===== src/include/seq_pkg.sv =====
package seq_pkg;
  // ---------------------------------------------------------------
  // Queue geometry and codes
  // ---------------------------------------------------------------
  localparam int                 QUEUE_DEPTH     = 10;
  localparam int                 CODE_W          = 17;
  localparam int                 CTX_W           = 8;
  localparam logic signed [16:0] CODE_NO_ERROR   = 17'sh00000;
  localparam logic signed [16:0] CODE_OVERFLOW   = -17'sh0015E;
  localparam logic signed [16:0] CODE_CMD_GEN    = -17'sh00064;
  localparam logic signed [16:0] CODE_CMD_LOW    = -17'sh000C7;
  localparam logic signed [16:0] CODE_CMD_HIGH   = -17'sh00064;
  localparam logic signed [16:0] CODE_EXE_GEN    = -17'sh000C8;
  localparam logic signed [16:0] CODE_GET_IN_MSG = -17'sh00069;
  localparam logic signed [16:0] CODE_UNDEF_HDR  = -17'sh00071;
  localparam logic signed [16:0] CODE_MIN        = -17'sh08000;
  localparam logic signed [16:0] CODE_MAX        = 17'sh08000;
  localparam logic [7:0]         DESC_MAX_LEN    = 8'hFF;
  localparam int                 ESR_CMD_ERR_BIT = 5;

  // ---------------------------------------------------------------
  // Unit selections
  // ---------------------------------------------------------------
  typedef enum logic [1:0] {
    SEQ_FU_HZ  = 2'b00,
    SEQ_FU_KHZ = 2'b01,
    SEQ_FU_MHZ = 2'b10,
    SEQ_FU_GHZ = 2'b11
  } seq_freq_unit_t;

  typedef enum logic [1:0] {
    SEQ_TU_S  = 2'b00,
    SEQ_TU_MS = 2'b01,
    SEQ_TU_US = 2'b10,
    SEQ_TU_NS = 2'b11
  } seq_time_unit_t;

  localparam seq_freq_unit_t FREQ_UNIT_RST = SEQ_FU_HZ;
  localparam seq_time_unit_t TIME_UNIT_RST = SEQ_TU_S;

  function automatic logic seq_is_cmd_err(input logic signed [16:0] code);
    return (code >= CODE_CMD_LOW) && (code <= CODE_CMD_HIGH);
  endfunction
endpackage

===== src/core/seq_code_select.sv =====
`timescale 1ns/1ps
// Picks one error code per event by fixed priority: get, undefined header, command, then other
module seq_code_select
  import seq_pkg::*;
(
  input  wire logic                     i_get_in_msg,
  input  wire logic                     i_undef_hdr,
  input  wire logic                     i_cmd_err,
  input  wire logic signed [CODE_W-1:0] i_cmd_code,
  input  wire logic                     i_other_err,
  input  wire logic signed [CODE_W-1:0] i_other_code,
  output logic                          o_valid,
  output logic signed [CODE_W-1:0]      o_code
);
  function automatic logic signed [CODE_W-1:0] clamp(input logic signed [CODE_W-1:0] c,
                                                     input logic signed [CODE_W-1:0] gen);
    logic signed [CODE_W-1:0] r;
    r = c;
    // Zero or out-of-range codes fall back to the class generic
    if (c == CODE_NO_ERROR || c < CODE_MIN || c > CODE_MAX) begin
      r = gen;
    end
    return r;
  endfunction

  always_comb begin
    o_valid = 1'b1;
    o_code  = CODE_NO_ERROR;
    if (i_get_in_msg) begin
      o_code = CODE_GET_IN_MSG;                                      // [RULE10] [RULE12]
    end else if (i_undef_hdr) begin
      o_code = CODE_UNDEF_HDR;                                       // [RULE11] [RULE12]
    end else if (i_cmd_err) begin
      o_code = seq_is_cmd_err(i_cmd_code) ? i_cmd_code : CODE_CMD_GEN; // [RULE12]
    end else if (i_other_err) begin
      // Command errors win above, so no second entry is queued
      o_code = clamp(i_other_code, CODE_EXE_GEN);                    // [RULE9] [RULE7]
    end else begin
      o_valid = 1'b0;
    end
  end
endmodule


===== src/core/seq_error_queue.sv =====
`timescale 1ns/1ps
// ---------------------------------------------------------------
// What this block does
// (RULE1) Detected errors are held in a first-in first-out queue of ten entries.
// (RULE2) An error arriving at a full queue is dropped and the tail becomes the overflow code.
// (RULE3) Each error query returns the head entry and removes it, freeing a slot.
// (RULE4) An empty queue answers every query with code zero, no error.
// (RULE5) The queue empties at reset, on clear-status, and when its last entry is read.
// (RULE6) A reply is code, comma, then a quoted description and context of at most 255 chars.
// (RULE7) Codes are integers from -32768 to 32768; negatives are standard, positives local.
// (RULE8) Any code from -199 to -100 sets the command-error flag, bit 5 of the event status.
// (RULE9) A command-class event produces no execution, device or query error entry.
// (RULE10) A group execute trigger inside a program message queues a command error.
// (RULE11) An unrecognised header queues a command error.
// (RULE12) The most specific code is queued, the class generic only when none fits.
// (RULE13) The status-queue next query behaves exactly as the system error query.
// (RULE14) A global frequency unit of Hz, kHz, MHz or GHz, default Hz, is kept.
// (RULE15) A global time unit of s, ms, us or ns, default s, is kept and reported.
// (RULE16) Sweep restart acts as an abort followed at once by an initiate.
// ---------------------------------------------------------------
module seq_error_queue
  import seq_pkg::*;
#(
  parameter int DEPTH = QUEUE_DEPTH
)(
  input  wire logic                     i_mclk,
  input  wire logic                     i_nrst,
  // Event inputs from the parser, one cycle each
  input  wire logic                     i_get_in_msg,
  input  wire logic                     i_undef_hdr,
  input  wire logic                     i_cmd_err,
  input  wire logic signed [CODE_W-1:0] i_cmd_code,
  input  wire logic                     i_other_err,
  input  wire logic signed [CODE_W-1:0] i_other_code,
  input  wire logic [CTX_W-1:0]         i_ctx_len,
  // Queries and commands
  input  wire logic                     i_err_query,
  input  wire logic                     i_queue_next_query,
  input  wire logic                     i_clear_status,
  input  wire logic                     i_esr_read_clr,
  input  wire logic                     i_freq_unit_wr,
  input  wire seq_freq_unit_t           i_freq_unit,
  input  wire logic                     i_time_unit_wr,
  input  wire seq_time_unit_t           i_time_unit,
  input  wire logic                     i_sweep_restart,
  // Replies
  output logic                          o_reply_valid,
  output logic signed [CODE_W-1:0]      o_reply_code,
  output logic [CTX_W-1:0]              o_reply_len,
  output logic                          o_reply_overflow,
  output logic [3:0]                    o_count,
  output logic                          o_esr_cmd_err,
  output seq_freq_unit_t                o_freq_unit,
  output seq_time_unit_t                o_time_unit,
  output logic                          o_abort,
  output logic                          o_initiate
);
  localparam int PW = $clog2(DEPTH);

  // ---------------------------------------------------------------
  // Code selection
  // ---------------------------------------------------------------
  logic                     new_valid;
  logic signed [CODE_W-1:0] new_code;

  seq_code_select u_sel (
    .i_get_in_msg (i_get_in_msg),
    .i_undef_hdr  (i_undef_hdr),
    .i_cmd_err    (i_cmd_err),
    .i_cmd_code   (i_cmd_code),
    .i_other_err  (i_other_err),
    .i_other_code (i_other_code),
    .o_valid      (new_valid),
    .o_code       (new_code)
  );

  // ---------------------------------------------------------------
  // Queue storage
  // ---------------------------------------------------------------
  logic signed [CODE_W-1:0] mem_ff   [DEPTH];
  logic [CTX_W-1:0]         len_ff   [DEPTH];
  logic signed [CODE_W-1:0] nxt_mem  [DEPTH];
  logic [CTX_W-1:0]         nxt_len  [DEPTH];
  logic [PW-1:0]            rd_ff, nxt_rd;
  logic [3:0]               cnt_ff, nxt_cnt;
  logic                     rv_ff, nxt_rv;
  logic signed [CODE_W-1:0] rc_ff, nxt_rc;
  logic [CTX_W-1:0]         rl_ff, nxt_rl;
  logic                     ro_ff, nxt_ro;
  logic                     esr_ff, nxt_esr;
  logic                     query;
  logic                     pop;
  logic [3:0]               cnt_after_pop;
  logic [PW-1:0]            head_after_pop;
  logic [PW-1:0]            wr_idx;
  logic [PW-1:0]            tail_idx;

  function automatic logic [PW-1:0] wrap(input logic [PW-1:0] base, input logic [3:0] off);
    logic [PW+3:0] s;
    s = {{4{1'b0}}, base} + {{PW{1'b0}}, off};
    if (s >= (PW + 4)'(DEPTH)) begin
      s = s - (PW + 4)'(DEPTH);
    end
    return s[PW-1:0];
  endfunction

  assign query = i_err_query | i_queue_next_query;                  // [RULE13]

  always_comb begin
    pop            = query && (cnt_ff != 4'h0);                     // [RULE3]
    cnt_after_pop  = pop ? cnt_ff - 4'h1 : cnt_ff;
    head_after_pop = pop ? wrap(rd_ff, 4'h1) : rd_ff;
    wr_idx         = wrap(head_after_pop, cnt_after_pop);
    tail_idx       = wrap(head_after_pop, cnt_after_pop - 4'h1);
    nxt_rd         = head_after_pop;
    nxt_cnt        = cnt_after_pop;
    for (int i = 0; i < DEPTH; i++) begin
      nxt_mem[i] = mem_ff[i];
      nxt_len[i] = len_ff[i];
    end
    if (new_valid) begin
      if (cnt_after_pop < 4'(DEPTH)) begin                         // [RULE1]
        nxt_mem[wr_idx] = new_code;
        nxt_len[wr_idx] = i_ctx_len;
        nxt_cnt         = cnt_after_pop + 4'h1;
      end else begin
        // Newest error lost; the tail entry is replaced by the overflow code
        nxt_mem[tail_idx] = CODE_OVERFLOW;                         // [RULE2]
        nxt_len[tail_idx] = 8'h00;
      end
    end
    // Clear after enqueue so a clear-status wipes same-cycle events too
    if (i_clear_status) begin
      nxt_cnt = 4'h0;                                              // [RULE5]
      nxt_rd  = '0;
    end
  end

  // ---------------------------------------------------------------
  // Reply and status flag
  // ---------------------------------------------------------------
  always_comb begin
    nxt_rv = query;
    nxt_rc = rc_ff;
    nxt_rl = rl_ff;
    nxt_ro = ro_ff;
    if (query) begin
      if (cnt_ff != 4'h0) begin
        nxt_rc = mem_ff[rd_ff];                                    // [RULE3]
        // Description plus context capped at the reply limit
        nxt_rl = (len_ff[rd_ff] > DESC_MAX_LEN) ? DESC_MAX_LEN : len_ff[rd_ff]; // [RULE6]
        nxt_ro = (mem_ff[rd_ff] == CODE_OVERFLOW);
      end else begin
        nxt_rc = CODE_NO_ERROR;                                    // [RULE4]
        nxt_rl = 8'h00;
        nxt_ro = 1'b0;
      end
    end
    // Set wins over a same-cycle read-clear; clear-status wins over both,
    // since the entry that would explain the flag is wiped in that cycle too
    nxt_esr = (esr_ff && !i_esr_read_clr)
              || (new_valid && seq_is_cmd_err(new_code));         // [RULE8]
    if (i_clear_status) begin
      nxt_esr = 1'b0;                                              // [RULE5]
    end
  end

  always_ff @(posedge i_mclk or negedge i_nrst) begin
    if (!i_nrst) begin
      for (int i = 0; i < DEPTH; i++) begin
        mem_ff[i] <= CODE_NO_ERROR;
        len_ff[i] <= 8'h00;
      end
      rd_ff  <= '0;
      cnt_ff <= 4'h0;                                              // [RULE5]
      rv_ff  <= 1'b0;
      rc_ff  <= CODE_NO_ERROR;
      rl_ff  <= 8'h00;
      ro_ff  <= 1'b0;
      esr_ff <= 1'b0;
    end else begin
      for (int i = 0; i < DEPTH; i++) begin
        mem_ff[i] <= nxt_mem[i];
        len_ff[i] <= nxt_len[i];
      end
      rd_ff  <= nxt_rd;
      cnt_ff <= nxt_cnt;
      rv_ff  <= nxt_rv;
      rc_ff  <= nxt_rc;
      rl_ff  <= nxt_rl;
      ro_ff  <= nxt_ro;
      esr_ff <= nxt_esr;
    end
  end

  assign o_reply_valid    = rv_ff;
  assign o_reply_code     = rc_ff;
  assign o_reply_len      = rl_ff;
  assign o_reply_overflow = ro_ff;
  assign o_count          = cnt_ff;
  assign o_esr_cmd_err    = esr_ff;

  // ---------------------------------------------------------------
  // Units and sweep restart
  // ---------------------------------------------------------------
  seq_units u_units (
    .i_mclk         (i_mclk),
    .i_nrst         (i_nrst),
    .i_freq_unit_wr (i_freq_unit_wr),
    .i_freq_unit    (i_freq_unit),
    .i_time_unit_wr (i_time_unit_wr),
    .i_time_unit    (i_time_unit),
    .i_restart      (i_sweep_restart),
    .o_freq_unit    (o_freq_unit),
    .o_time_unit    (o_time_unit),
    .o_abort        (o_abort),
    .o_initiate     (o_initiate)
  );
endmodule


===== src/core/seq_units.sv =====
`timescale 1ns/1ps
// Global unit settings and sweep restart sequencing
module seq_units
  import seq_pkg::*;
(
  input  wire logic           i_mclk,
  input  wire logic           i_nrst,
  input  wire logic           i_freq_unit_wr,
  input  wire seq_freq_unit_t i_freq_unit,
  input  wire logic           i_time_unit_wr,
  input  wire seq_time_unit_t i_time_unit,
  input  wire logic           i_restart,
  output seq_freq_unit_t      o_freq_unit,
  output seq_time_unit_t      o_time_unit,
  output logic                o_abort,
  output logic                o_initiate
);
  seq_freq_unit_t freq_ff, nxt_freq;
  seq_time_unit_t time_ff, nxt_time;
  logic           abort_ff, nxt_abort;
  logic           init_ff, nxt_init;

  always_comb begin
    nxt_freq  = i_freq_unit_wr ? i_freq_unit : freq_ff;  // [RULE14]
    nxt_time  = i_time_unit_wr ? i_time_unit : time_ff;  // [RULE15]
    nxt_abort = i_restart;                               // [RULE16]
    nxt_init  = abort_ff;                                // [RULE16]
  end

  always_ff @(posedge i_mclk or negedge i_nrst) begin
    if (!i_nrst) begin
      freq_ff  <= FREQ_UNIT_RST;
      time_ff  <= TIME_UNIT_RST;
      abort_ff <= 1'b0;
      init_ff  <= 1'b0;
    end else begin
      freq_ff  <= nxt_freq;
      time_ff  <= nxt_time;
      abort_ff <= nxt_abort;
      init_ff  <= nxt_init;
    end
  end

  assign o_freq_unit = freq_ff;
  assign o_time_unit = time_ff;
  assign o_abort     = abort_ff;
  assign o_initiate  = init_ff;
endmodule


===== config.mk =====
export PLATFORM = sky130hd
export DESIGN_NAME = seq_error_queue
export DESIGN_NICKNAME = d
export VERILOG_FILES = /design/src/include/seq_pkg.sv /design/src/core/seq_code_select.sv /design/src/core/seq_error_queue.sv /design/src/core/seq_units.sv
export SDC_FILE = /design/constraint.sdc
export NUM_CORES = 1
export LEC_CHECK = 0
export ABC_AREA = 1
export BUFFER_PORTS_ARGS = -buffer_cell sky130_fd_sc_hd__buf_4
export CAP_MARGIN = 20
export CORE_MARGIN = 3
export CORE_UTILIZATION = 33
export DETAILED_ROUTE_END_ITERATION = 7
export HOLD_SLACK_MARGIN = 0.02
export PLACE_DENSITY = 0.58
export SYNTH_ARGS = -nofsm -noshare
export SYNTH_HDL_FRONTEND = slang
export SYNTH_SLANG_ARGS = --single-unit

===== constraint.sdc =====
create_clock -name i_mclk -period 4.9 [get_ports i_mclk]
set_clock_uncertainty 0.1 [all_clocks]
set_input_delay 0.245 -clock i_mclk [delete_from_list [all_inputs] [get_ports i_mclk]]
set_output_delay 0.245 -clock i_mclk [all_outputs]
set_load 0.01 [all_outputs]

# Word level (Yosys, flattened, before mapping)
# Index checks and enable logic that the tools add are counted.
[op_classes]
add_sub_neg = 9
magnitude_cmp = 16
eq_ne = 1
mux = 42
n_bitwise = 9
n_reduce_logical = 13
[op_table]
columns = ["op", "count"]
rows = [
  ["2-to-1 mux 17 bit", 11],
  ["bitwise mux 170 bit", 1],
  ["2-to-1 mux 170 bit", 1],
  ["demux 17 bit (select 4 bit)", 2],
  ["OR 110 bit", 1],
  ["bitwise AND 80 bit", 1],
  ["bitwise mux 80 bit", 1],
  ["2-to-1 mux 80 bit", 1],
  ["NOT 80 bit", 1],
  ["binary-select mux 17 bit (select 4 bit)", 1],
  ["demux 8 bit (select 4 bit)", 2],
  ["bitwise AND 60 bit", 1],
  ["NOT 60 bit", 1],
  ["2-to-1 mux 8 bit", 6],
  ["2-to-1 mux 4 bit", 9],
  ["greater-or-equal comparator 17 x 9 -> 1 bit (second input constant)", 2],
  ["less-or-equal comparator 17 x 8 -> 1 bit (second input constant)", 2],
  ["binary-select mux 8 bit (select 4 bit)", 1],
  ["== test 17 x 10 -> 1 bit (second input constant)", 1],
  ["> comparator 17 bit (second input constant)", 1],
  ["logical NOT 17 bit", 1],
  ["< comparator 17 x 16 -> 1 bit (second input constant)", 1],
  ["greater-or-equal comparator 5 x 4 -> 1 bit (second input constant)", 3],
  ["greater-or-equal comparator 5 bit (second input constant)", 3],
  ["15 further kinds", 35],
]
[totals]
regBits = 292
output_inout_bits = 38

# Logic depth before layout (Yosys ltp)
# Gate-level depths: netlist of the first run.
[logic_depth]
word_depth = 15
ltp_mapped = 30

# Hierarchy
# Synthesis of the first run repeated with hierarchy kept, for this count alone.
[unflattened]
cells_unflattened = 2058
area_unflattened_um2 = 16113.0
[modules_own_cells]
columns = ["mod", "instances", "cells_per_inst", "area_each_um2"]
rows = [
  ["seq_error_queue", 1, 1910, 15361.0],
  ["seq_code_select", 1, 128, 549.3],
  ["seq_units", 1, 20, 202.7],
]

# Worst setup path before layout of the first run
# Ideal clock, no wire load.
[synth_timing]
path_type = "register -> register"
startpoint = "register rd_ff[1]"
endpoint = "register mem_ff[53] (netlist name)"
setup_ns = 0.136
arrival_ns = 4.287
required_ns = 4.664
path_slack_ns = 0.377
stages_incl_launch_ff = 30
synth_period_minus_slack_ns = 4.523
cell_sequence = "dfrtp_1 inv_1 clkbuf_1 clkbuf_1 ha_1 ha_1 nand2_1 nand2_1 nand2_1 inv_1 nor2_1 inv_1 a31oi_1 inv_1 fa_1 xnor2_1 inv_1 ha_1 inv_1 or2_1 nand3_2 nand2_2 nand2_1 nand2_4 nor2_8 nand2_2 buf_2 buf_6 nand3_1 o21ai_0"
[synth_between]
elab_chain_len = 15
[synth_lines]
columns = ["item", "line", "source"]
rows = [
  ["from (decl)", "seq_error_queue.sv:84", "logic [PW-1:0] rd_ff, nxt_rd;"],
  ["from (signal assigned)", "seq_error_queue.sv:186", "rd_ff <= nxt_rd;"],
  ["adder 4 x 1 -> 5 bit", "seq_error_queue.sv:100", "s = {{4{1'b0}}, base} + {{PW{1'b0}}, off};"],
  ["subtractor 4 bit or greater-or-equal comparator 5 x 4 -> 1 bit (tied branches)", "seq_error_queue.sv:102, seq_error_queue.sv:101", ""],
  ["2-to-1 mux 4 bit", "seq_error_queue.sv:101", "if (s >= (PW + 4)'(DEPTH)) begin"],
  ["2-to-1 mux 4 bit (*)", "seq_error_queue.sv:112", "head_after_pop = pop ? wrap(rd_ff, 4'h1) : rd_ff;"],
  ["adder 4 x 4 -> 5 bit", "seq_error_queue.sv:100", ""],
  ["subtractor 4 bit or greater-or-equal comparator 5 x 4 -> 1 bit (tied branches)", "seq_error_queue.sv:102, seq_error_queue.sv:101", ""],
  ["2-to-1 mux 4 bit", "seq_error_queue.sv:101", ""],
  ["NOT 4 -> 5 bit (implied by the code)", "seq_error_queue.sv:128", "nxt_mem[tail_idx] = CODE_OVERFLOW;"],
  ["greater-or-equal comparator 5 bit (implied by the code) or < comparator 5 x 1 -> 1 bit (tied branches)", "seq_error_queue.sv:128", ""],
  ["logical AND 1 bit (implied by the code)", "seq_error_queue.sv:128", ""],
  ["2-to-1 mux 17 bit (implied by the code)", "seq_error_queue.sv:128", ""],
  ["demux 17 bit (select 4 bit)", "seq_error_queue.sv:128", ""],
  ["NOT 60 bit (no line)", "-", ""],
  ["bitwise AND 60 bit (no line)", "-", ""],
  ["2-to-1 mux 170 bit (*)", "seq_error_queue.sv:122", "if (cnt_after_pop < 4'(DEPTH)) begin"],
  ["to (signal, indexed assignment)", "seq_error_queue.sv:183", "mem_ff[i] <= nxt_mem[i];"],
  ["to (decl)", "seq_error_queue.sv:80", "logic signed [CODE_W-1:0] mem_ff [DEPTH];"],
]
# Mark *: on every way between the ends. The rest lies on a longest branch, timed or not.
# A chain may end at the register's enable or synchronous reset.

# Worst setup path in the final report of the first run
[layout_timing]
startpoint = "register rd_ff[0]"
endpoint = "register mem_ff[123] (netlist name)"
# Same word-level chain as after synthesis.

==> flow_summary.toml, run 1 <==
[timing]
finalCritPeriodShare_pct = 93.5
tightestPinTransition_ns = 1.12
relSlewSlack_pct = 25.3
setup_viol = 0
rsz0062_at_grt = "true"
max_freq_mhz = 218
holdWs_ns = 0.0463
report.final.slew_viol_count = 0
fin_crit_ns = 4.58
hold_violations = 0

[route]
drt_iter0_drc = 1190
firstDrtPassIters = 5
wl_per_cell_um = 18.9
ant_nets = 0
vias = 14200
routed_wirelength_um = 51000
drc = 0
via_per_inst = 5.28

[setup_path]
cp_max_fo = 15
cp.required_ns = 5.18
cp_data_arrival_time_ns = 4.86
crit_type = "reg -> reg"
critPathCaptureType = "flip-flop"
critPathLaunchType = "flip-flop"

[synth]
ys_ff_latch = 292
synth_top_cell_area_share_pct = 46.1
ys_top_cells_by_area = "dfrtp_1 46%, nand3_1 11%, nand2_1 6.8%, inv_1 6.1%, o21ai_0 5.2%"
seq_area_frac_synth_pct = 46.1
postSynthCellCount = 2002
synth.distinct_cells = 49
synth_fp_nets = 2078
yosysTopAreaCell = "dfrtp_1"
yosysWarnings = 0
netlist_area_mm2 = 0.0158
synth_area_per_cell_um2 = 7.91

[layout]
fillerInstances = 4687
final_layout_size_suffix_gt1_share_pct = 13.8
syn2layout_area_growth_pct = 17.7
layout.nets = 2143
utilization_pct = 39.7
antenna_cells = 0

[global_route]
grt_pass1_wl_um = 80900
grt_util_all_layers_pct = 20.2
grt_max_degree = 108
grt.overflow.total = 0
first_global_vias = 14100
antenna_found_initial = 0

[job]
maxCapViolCount = 0

[die]
die_w_um = 225
rows = 79
start_util_pct = 33.7
die_area_mm2 = 0.0507
core_area_mm2 = 0.0470
die_h_um = 225
ios = 97

[clock_network]
clock-sinks = 292
clkSlewWorstSetupHoldPaths_ns = 0.06
cts_tree = "built"
cts_made_buffers = 37
clock_path_buffers = 3
htreeDepth = 2
insertion_delay_ns = 0.55
cts-root-buf = "clkbuf_16"

[placement]
port_buffers = 96
hpwl_um = 32900
gp_congestion = 0.876

[worst_hold_path]
hp-class = "in -> reg"

[run_status]
status = "finished clean"
## registers in the layout, indices dropped and copies added (netlist names)
name / count
mem_ff: 170
len_ff: 80
o_reply_code: 17
o_reply_len: 8
o_count: 4
rd_ff: 4
u_units.o_freq_unit: 2
u_units.o_time_unit: 2
o_esr_cmd_err: 1
o_reply_overflow: 1
o_reply_valid: 1
u_units.o_abort: 1
u_units.o_initiate: 1
## worst max-delay path: stages (launching register included)
cell	delay (ns)
dfrtp_4	0.49
ha_1	0.23
xor2_1	0.17
inv_1	0.09
ha_1	0.22
nand2_1	0.08
nand2_1	0.05
nand2_1	0.09
inv_1	0.06
nor2_1	0.08
inv_1	0.04
a31oi_1	0.19
buf_4	0.18
fa_1	0.43
inv_1	0.14
ha_1	0.19
inv_1	0.06
or2_2	0.30
nand3_2	0.11
nand2_2	0.07
nand2_1	0.10
nand2_1	0.12
nor2_4	0.26
nand2_4	0.20
buf_12	0.21
nand3_1	0.08
o21ai_0	0.08
## area by class of cell
cell class	instances	area, um^2	area share, %
sequential	292	7310	39.2
multi-input combinational	1301	6910	37.0
timing repair buffer	162	1380	7.37
clock buffer	52	1090	5.86
inverter	273	1040	5.58
tap	607	759	4.07
clock inverter	14	161	0.866
## synth_stat cells, drive strengths merged
library cell and instances:
nand3b 38, o22ai 4, nor4 1, a31o 8, a32o 9, or2 4, a31oi 2, a21o 1
fa 2, ha 15, o221ai 22, xor2 9, a211oi 2, a22o 22, inv 266, buf 61
and2 1, mux2 4, dfrtp 292, nand2 315, nand3 345, a21oi 68, o211ai 9, nand4 10
o31ai 2, mux2i 5, o21ai 271, clkbuf 75, nor3 3, clkinv 7, xnor2 1, a21boi 1
nor2 127
## per-stage QoR
step	instances	TNS (ns)	cell area, um^2	setup slack (ns)
after floorplan	2002	0	15800	0.377
after global placement	2615	0	17100	0.394
after detailed placement	2616	0	17100	0.265
after CTS	2698	0	18500	0.259
after global routing	2701	-0.295	18600	-0.0400
final	2701	0	18600	0.321
## layer usage
metal  part of all wire, %  up-vias  global-route usage [%]
li1                      -     6768                       -
met5                     0        -                       0
met3                   5.2      102                    2.70
met1                    42     6932                    26.4
met2                    48      446                    33.6
met4                   4.3        0                    9.08
## cells in the final DEF (no fill, tap or decap), types with 10 or more instances in the layout
cell type and instances:
nand4_1 10, nand3_1 342, o21ai_0 166, nor2_1 111
o21ai_1 103, ha_1 15, nand2_2 14, dfrtp_1 290
buf_4 134, a22o_1 22, dlygate4sd3_1 16, inv_1 255
nand2_4 11, clkbuf_16 38, nand2_1 289, a21oi_1 67
o221ai_1 22, nand3b_1 38
## final timing paths
kind,to,from,cells past startpoint,slack [ns]
min,len_ff[65],i_ctx_len[1],3,0.05
max in group asynchronous,mem_ff[92],i_nrst,3,3.16
max,mem_ff[123],rd_ff[0],26,0.32
min reg2reg,u_units.o_initiate,u_units.o_abort,0,0.29
max reg2reg,mem_ff[123],rd_ff[0],26,0.32
min in group asynchronous,o_reply_valid,i_nrst,2,0.24
## cells by family after synthesis
group / Yosys count / synth area share (%)
simple gates: 844 / 25.1
xor+xnor: 10 / 0.813
compound gates: 421 / 15.2
flops: 292 / 46.1
mux: 9 / 0.600
fa+ha+maj: 17 / 1.44
buf+inv: 409 / 10.8
## what timing repair did
item | 4_1_cts | 5_1_grt
endpoints found under the setup margin | 0 | 185
gates resized for setup | 0 | 21
hold buffers | 16 | 0
setup buffers | 0 | 2
endpoints found under the hold margin | 129 | 0
Power of run 1 is not shown: default switching activity piles up to over one toggle a cycle in this logic, so the estimate is an artifact.
==> run 2, diff against run 1 <==
==> constraint.sdc (replaced) <==
create_clock -name i_mclk -period 4.9 [get_ports i_mclk]
set_clock_uncertainty 0.1 [all_clocks]
set_input_delay 0.49 -clock i_mclk [delete_from_list [all_inputs] [get_ports i_mclk]]
set_output_delay 0.49 -clock i_mclk [all_outputs]
set_load 0.01 [all_outputs]
==> run 2 against run 1 <==
Against the previous run: die area unchanged; first-iteration DRC count is 19% higher; global-route usage shrank 0.35 points; via count increased by 0.22%; setup slack got worse by 0.027 ns; sequential share of layout area rose by 0.40 points; sequential cell count unchanged; largest cell class unchanged; cell count down 0.41%; register-to-register slack worse by 0.03 ns; wire length up 0.39%.
==> flow_summary.toml, run 2 (synthesis results as in run 1) <==
[route]
drt_iter0_drc = 1413
vias = 14300
wl_met1_um = 21900
wl_per_cell_um = 19.0
drc = 0
routed_wirelength_um = 51200
via_per_inst = 5.31
topRoutingLayerUsed = "met4"
met3_wirelength_um = 2660
dr_wl_met2_um = 24300
firstDrtPassIters = 5
ant_nets = 0

[placement]
dpl-instance-area_mm2 = 0.0171
placedCellCount = 2619
port_buffers = 96
dp_slack_ns = 0.278
gp_congestion = 0.878
hpwl_um = 32800

[setup_path]
critPathBufInv = 8
cp_max_fo = 11
cp_data_arrival_time_ns = 4.98
critPathTopFamily = "simple AND/OR/NAND/NOR gates"
slowest_delay_ns = 0.52
critPathCaptureType = "flip-flop"
crit_type = "reg -> reg"
slowest_stage = "dfrtp_4"
critPathLaunchType = "flip-flop"
cp.required_ns = 5.27

[global_route]
grt.overflow.total = 0
grt_max_degree = 103
grt_util_all_layers_pct = 19.9
first_global_vias = 13800
antenna_found_initial = 0
grt_pass1_wl_um = 79600

[layout]
multiInputGateArea_mm2 = 0.00688
finalNonFillerCells = 2690
regMostFlops = "mem_ff"
syn2layout_area_growth_pct = 16.5
fin_area_mm2 = 0.0185
fillerInstances = 4702
regArea_mm2 = 0.00731
largest_reg_flops = 170
antenna_cells = 0
layout.nets = 2134
final_cell_mix = "342 x nand3_1, 290 x dfrtp_1, 288 x nand2_1"
final_layout_size_suffix_gt1_share_pct = 13.9
final_common_cell = "nand3_1"

[timing]
report.final.slew_viol_count = 0
finalCritPeriodShare_pct = 94.0
tightestPinTransition_ns = 1.14
setup_viol = 0
max_freq_mhz = 217
rsz0062_at_grt = "true"
worst_slack_ns = 0.294
relSlewSlack_pct = 23.7
hold_violations = 0
fin_crit_ns = 4.61

[clock_network]
cts_tree = "built"
htreeDepth = 2
insertion_delay_ns = 0.55
clock-sinks = 292
cts_made_buffers = 36
cts-root-buf = "clkbuf_16"
clkSlewWorstSetupHoldPaths_ns = 0.06
clock_path_buffers = 3

[job]
maxCapViolCount = 0

[run_status]
status = "finished clean"

[die]
core_area_mm2 = 0.0470
die_h_um = 225
die_w_um = 225
start_util_pct = 33.7
die_area_mm2 = 0.0507
ios = 97
rows = 79

[worst_hold_path]
hp-class = "in -> reg"
## run 2: area by class of cell
class | instances | share of cell area (%)
clock inverter | 14 | 0.779
sequential | 292 | 39.6
multi-input combinational | 1301 | 37.3
tap | 607 | 4.11
clock buffer | 49 | 5.59
inverter | 273 | 5.63
timing repair buffer | 154 | 6.98
## run 2: what timing repair did
item / 4_1_cts / 5_1_grt
setup endpoints to repair: 0 / 185
endpoints found under the hold margin: 99 / 0
buffers inserted: 0 / 2
hold buffers: 2 / 0
gates resized for setup: 0 / 24
## run 2: final timing paths
kind | slack (ns) | depth (start not counted) | from | to
max | 0.29 | 27 | rd_ff[0] | mem_ff[116]
min | 0.07 | 2 | i_clear_status | rd_ff[0]
max reg2reg | 0.29 | 27 | rd_ff[0] | mem_ff[116]
min reg2reg | 0.28 | 0 | u_units.o_abort | u_units.o_initiate
max in group asynchronous | 2.91 | 3 | i_nrst | mem_ff[133]
min in group asynchronous | 0.46 | 2 | i_nrst | len_ff[21]
## run 2: stage by stage
stage	setup TNS, ns	utilization [%]	hold slack (ns)
2_1_floorplan	0	-	0.0944
5_1_grt	-0.501	39.3	0.0584
3_3_place_gp	0	36.4	0.264
6_report	0	39.3	0.0721
3_5_place_dp	0	36.4	0.280
4_1_cts	0	38.9	0.0471
## run 2: worst register-to-register path, cell delays in order, from the launching register on
cell and delay (ns):
dfrtp_4 0.52, ha_1 0.24, xor2_1 0.18, inv_1 0.08
ha_1 0.21, nand2_1 0.07, nand2_1 0.05, nand2_1 0.09
inv_1 0.07, nor2_1 0.08, inv_1 0.04, a31oi_1 0.17
buf_4 0.17, fa_1 0.43, inv_1 0.14, ha_1 0.18
inv_1 0.05, or2_2 0.30, nand3_2 0.11, nand2_2 0.07
nand2_1 0.12, nand2_1 0.12, nor2_4 0.20, nand2_2 0.26
buf_4 0.29, nand3b_1 0.10, nand2_1 0.05, inv_1 0.05
## run 2: routing by layer
metal / GRT usage, % / vias to the layer above
li1: - / 6753
met3: 2.67 / 115
met5: 0 / -
met1: 26.0 / 6958
met4: 8.57 / 0
met2: 33.2 / 453
Power of run 2 is left out for the same reason.
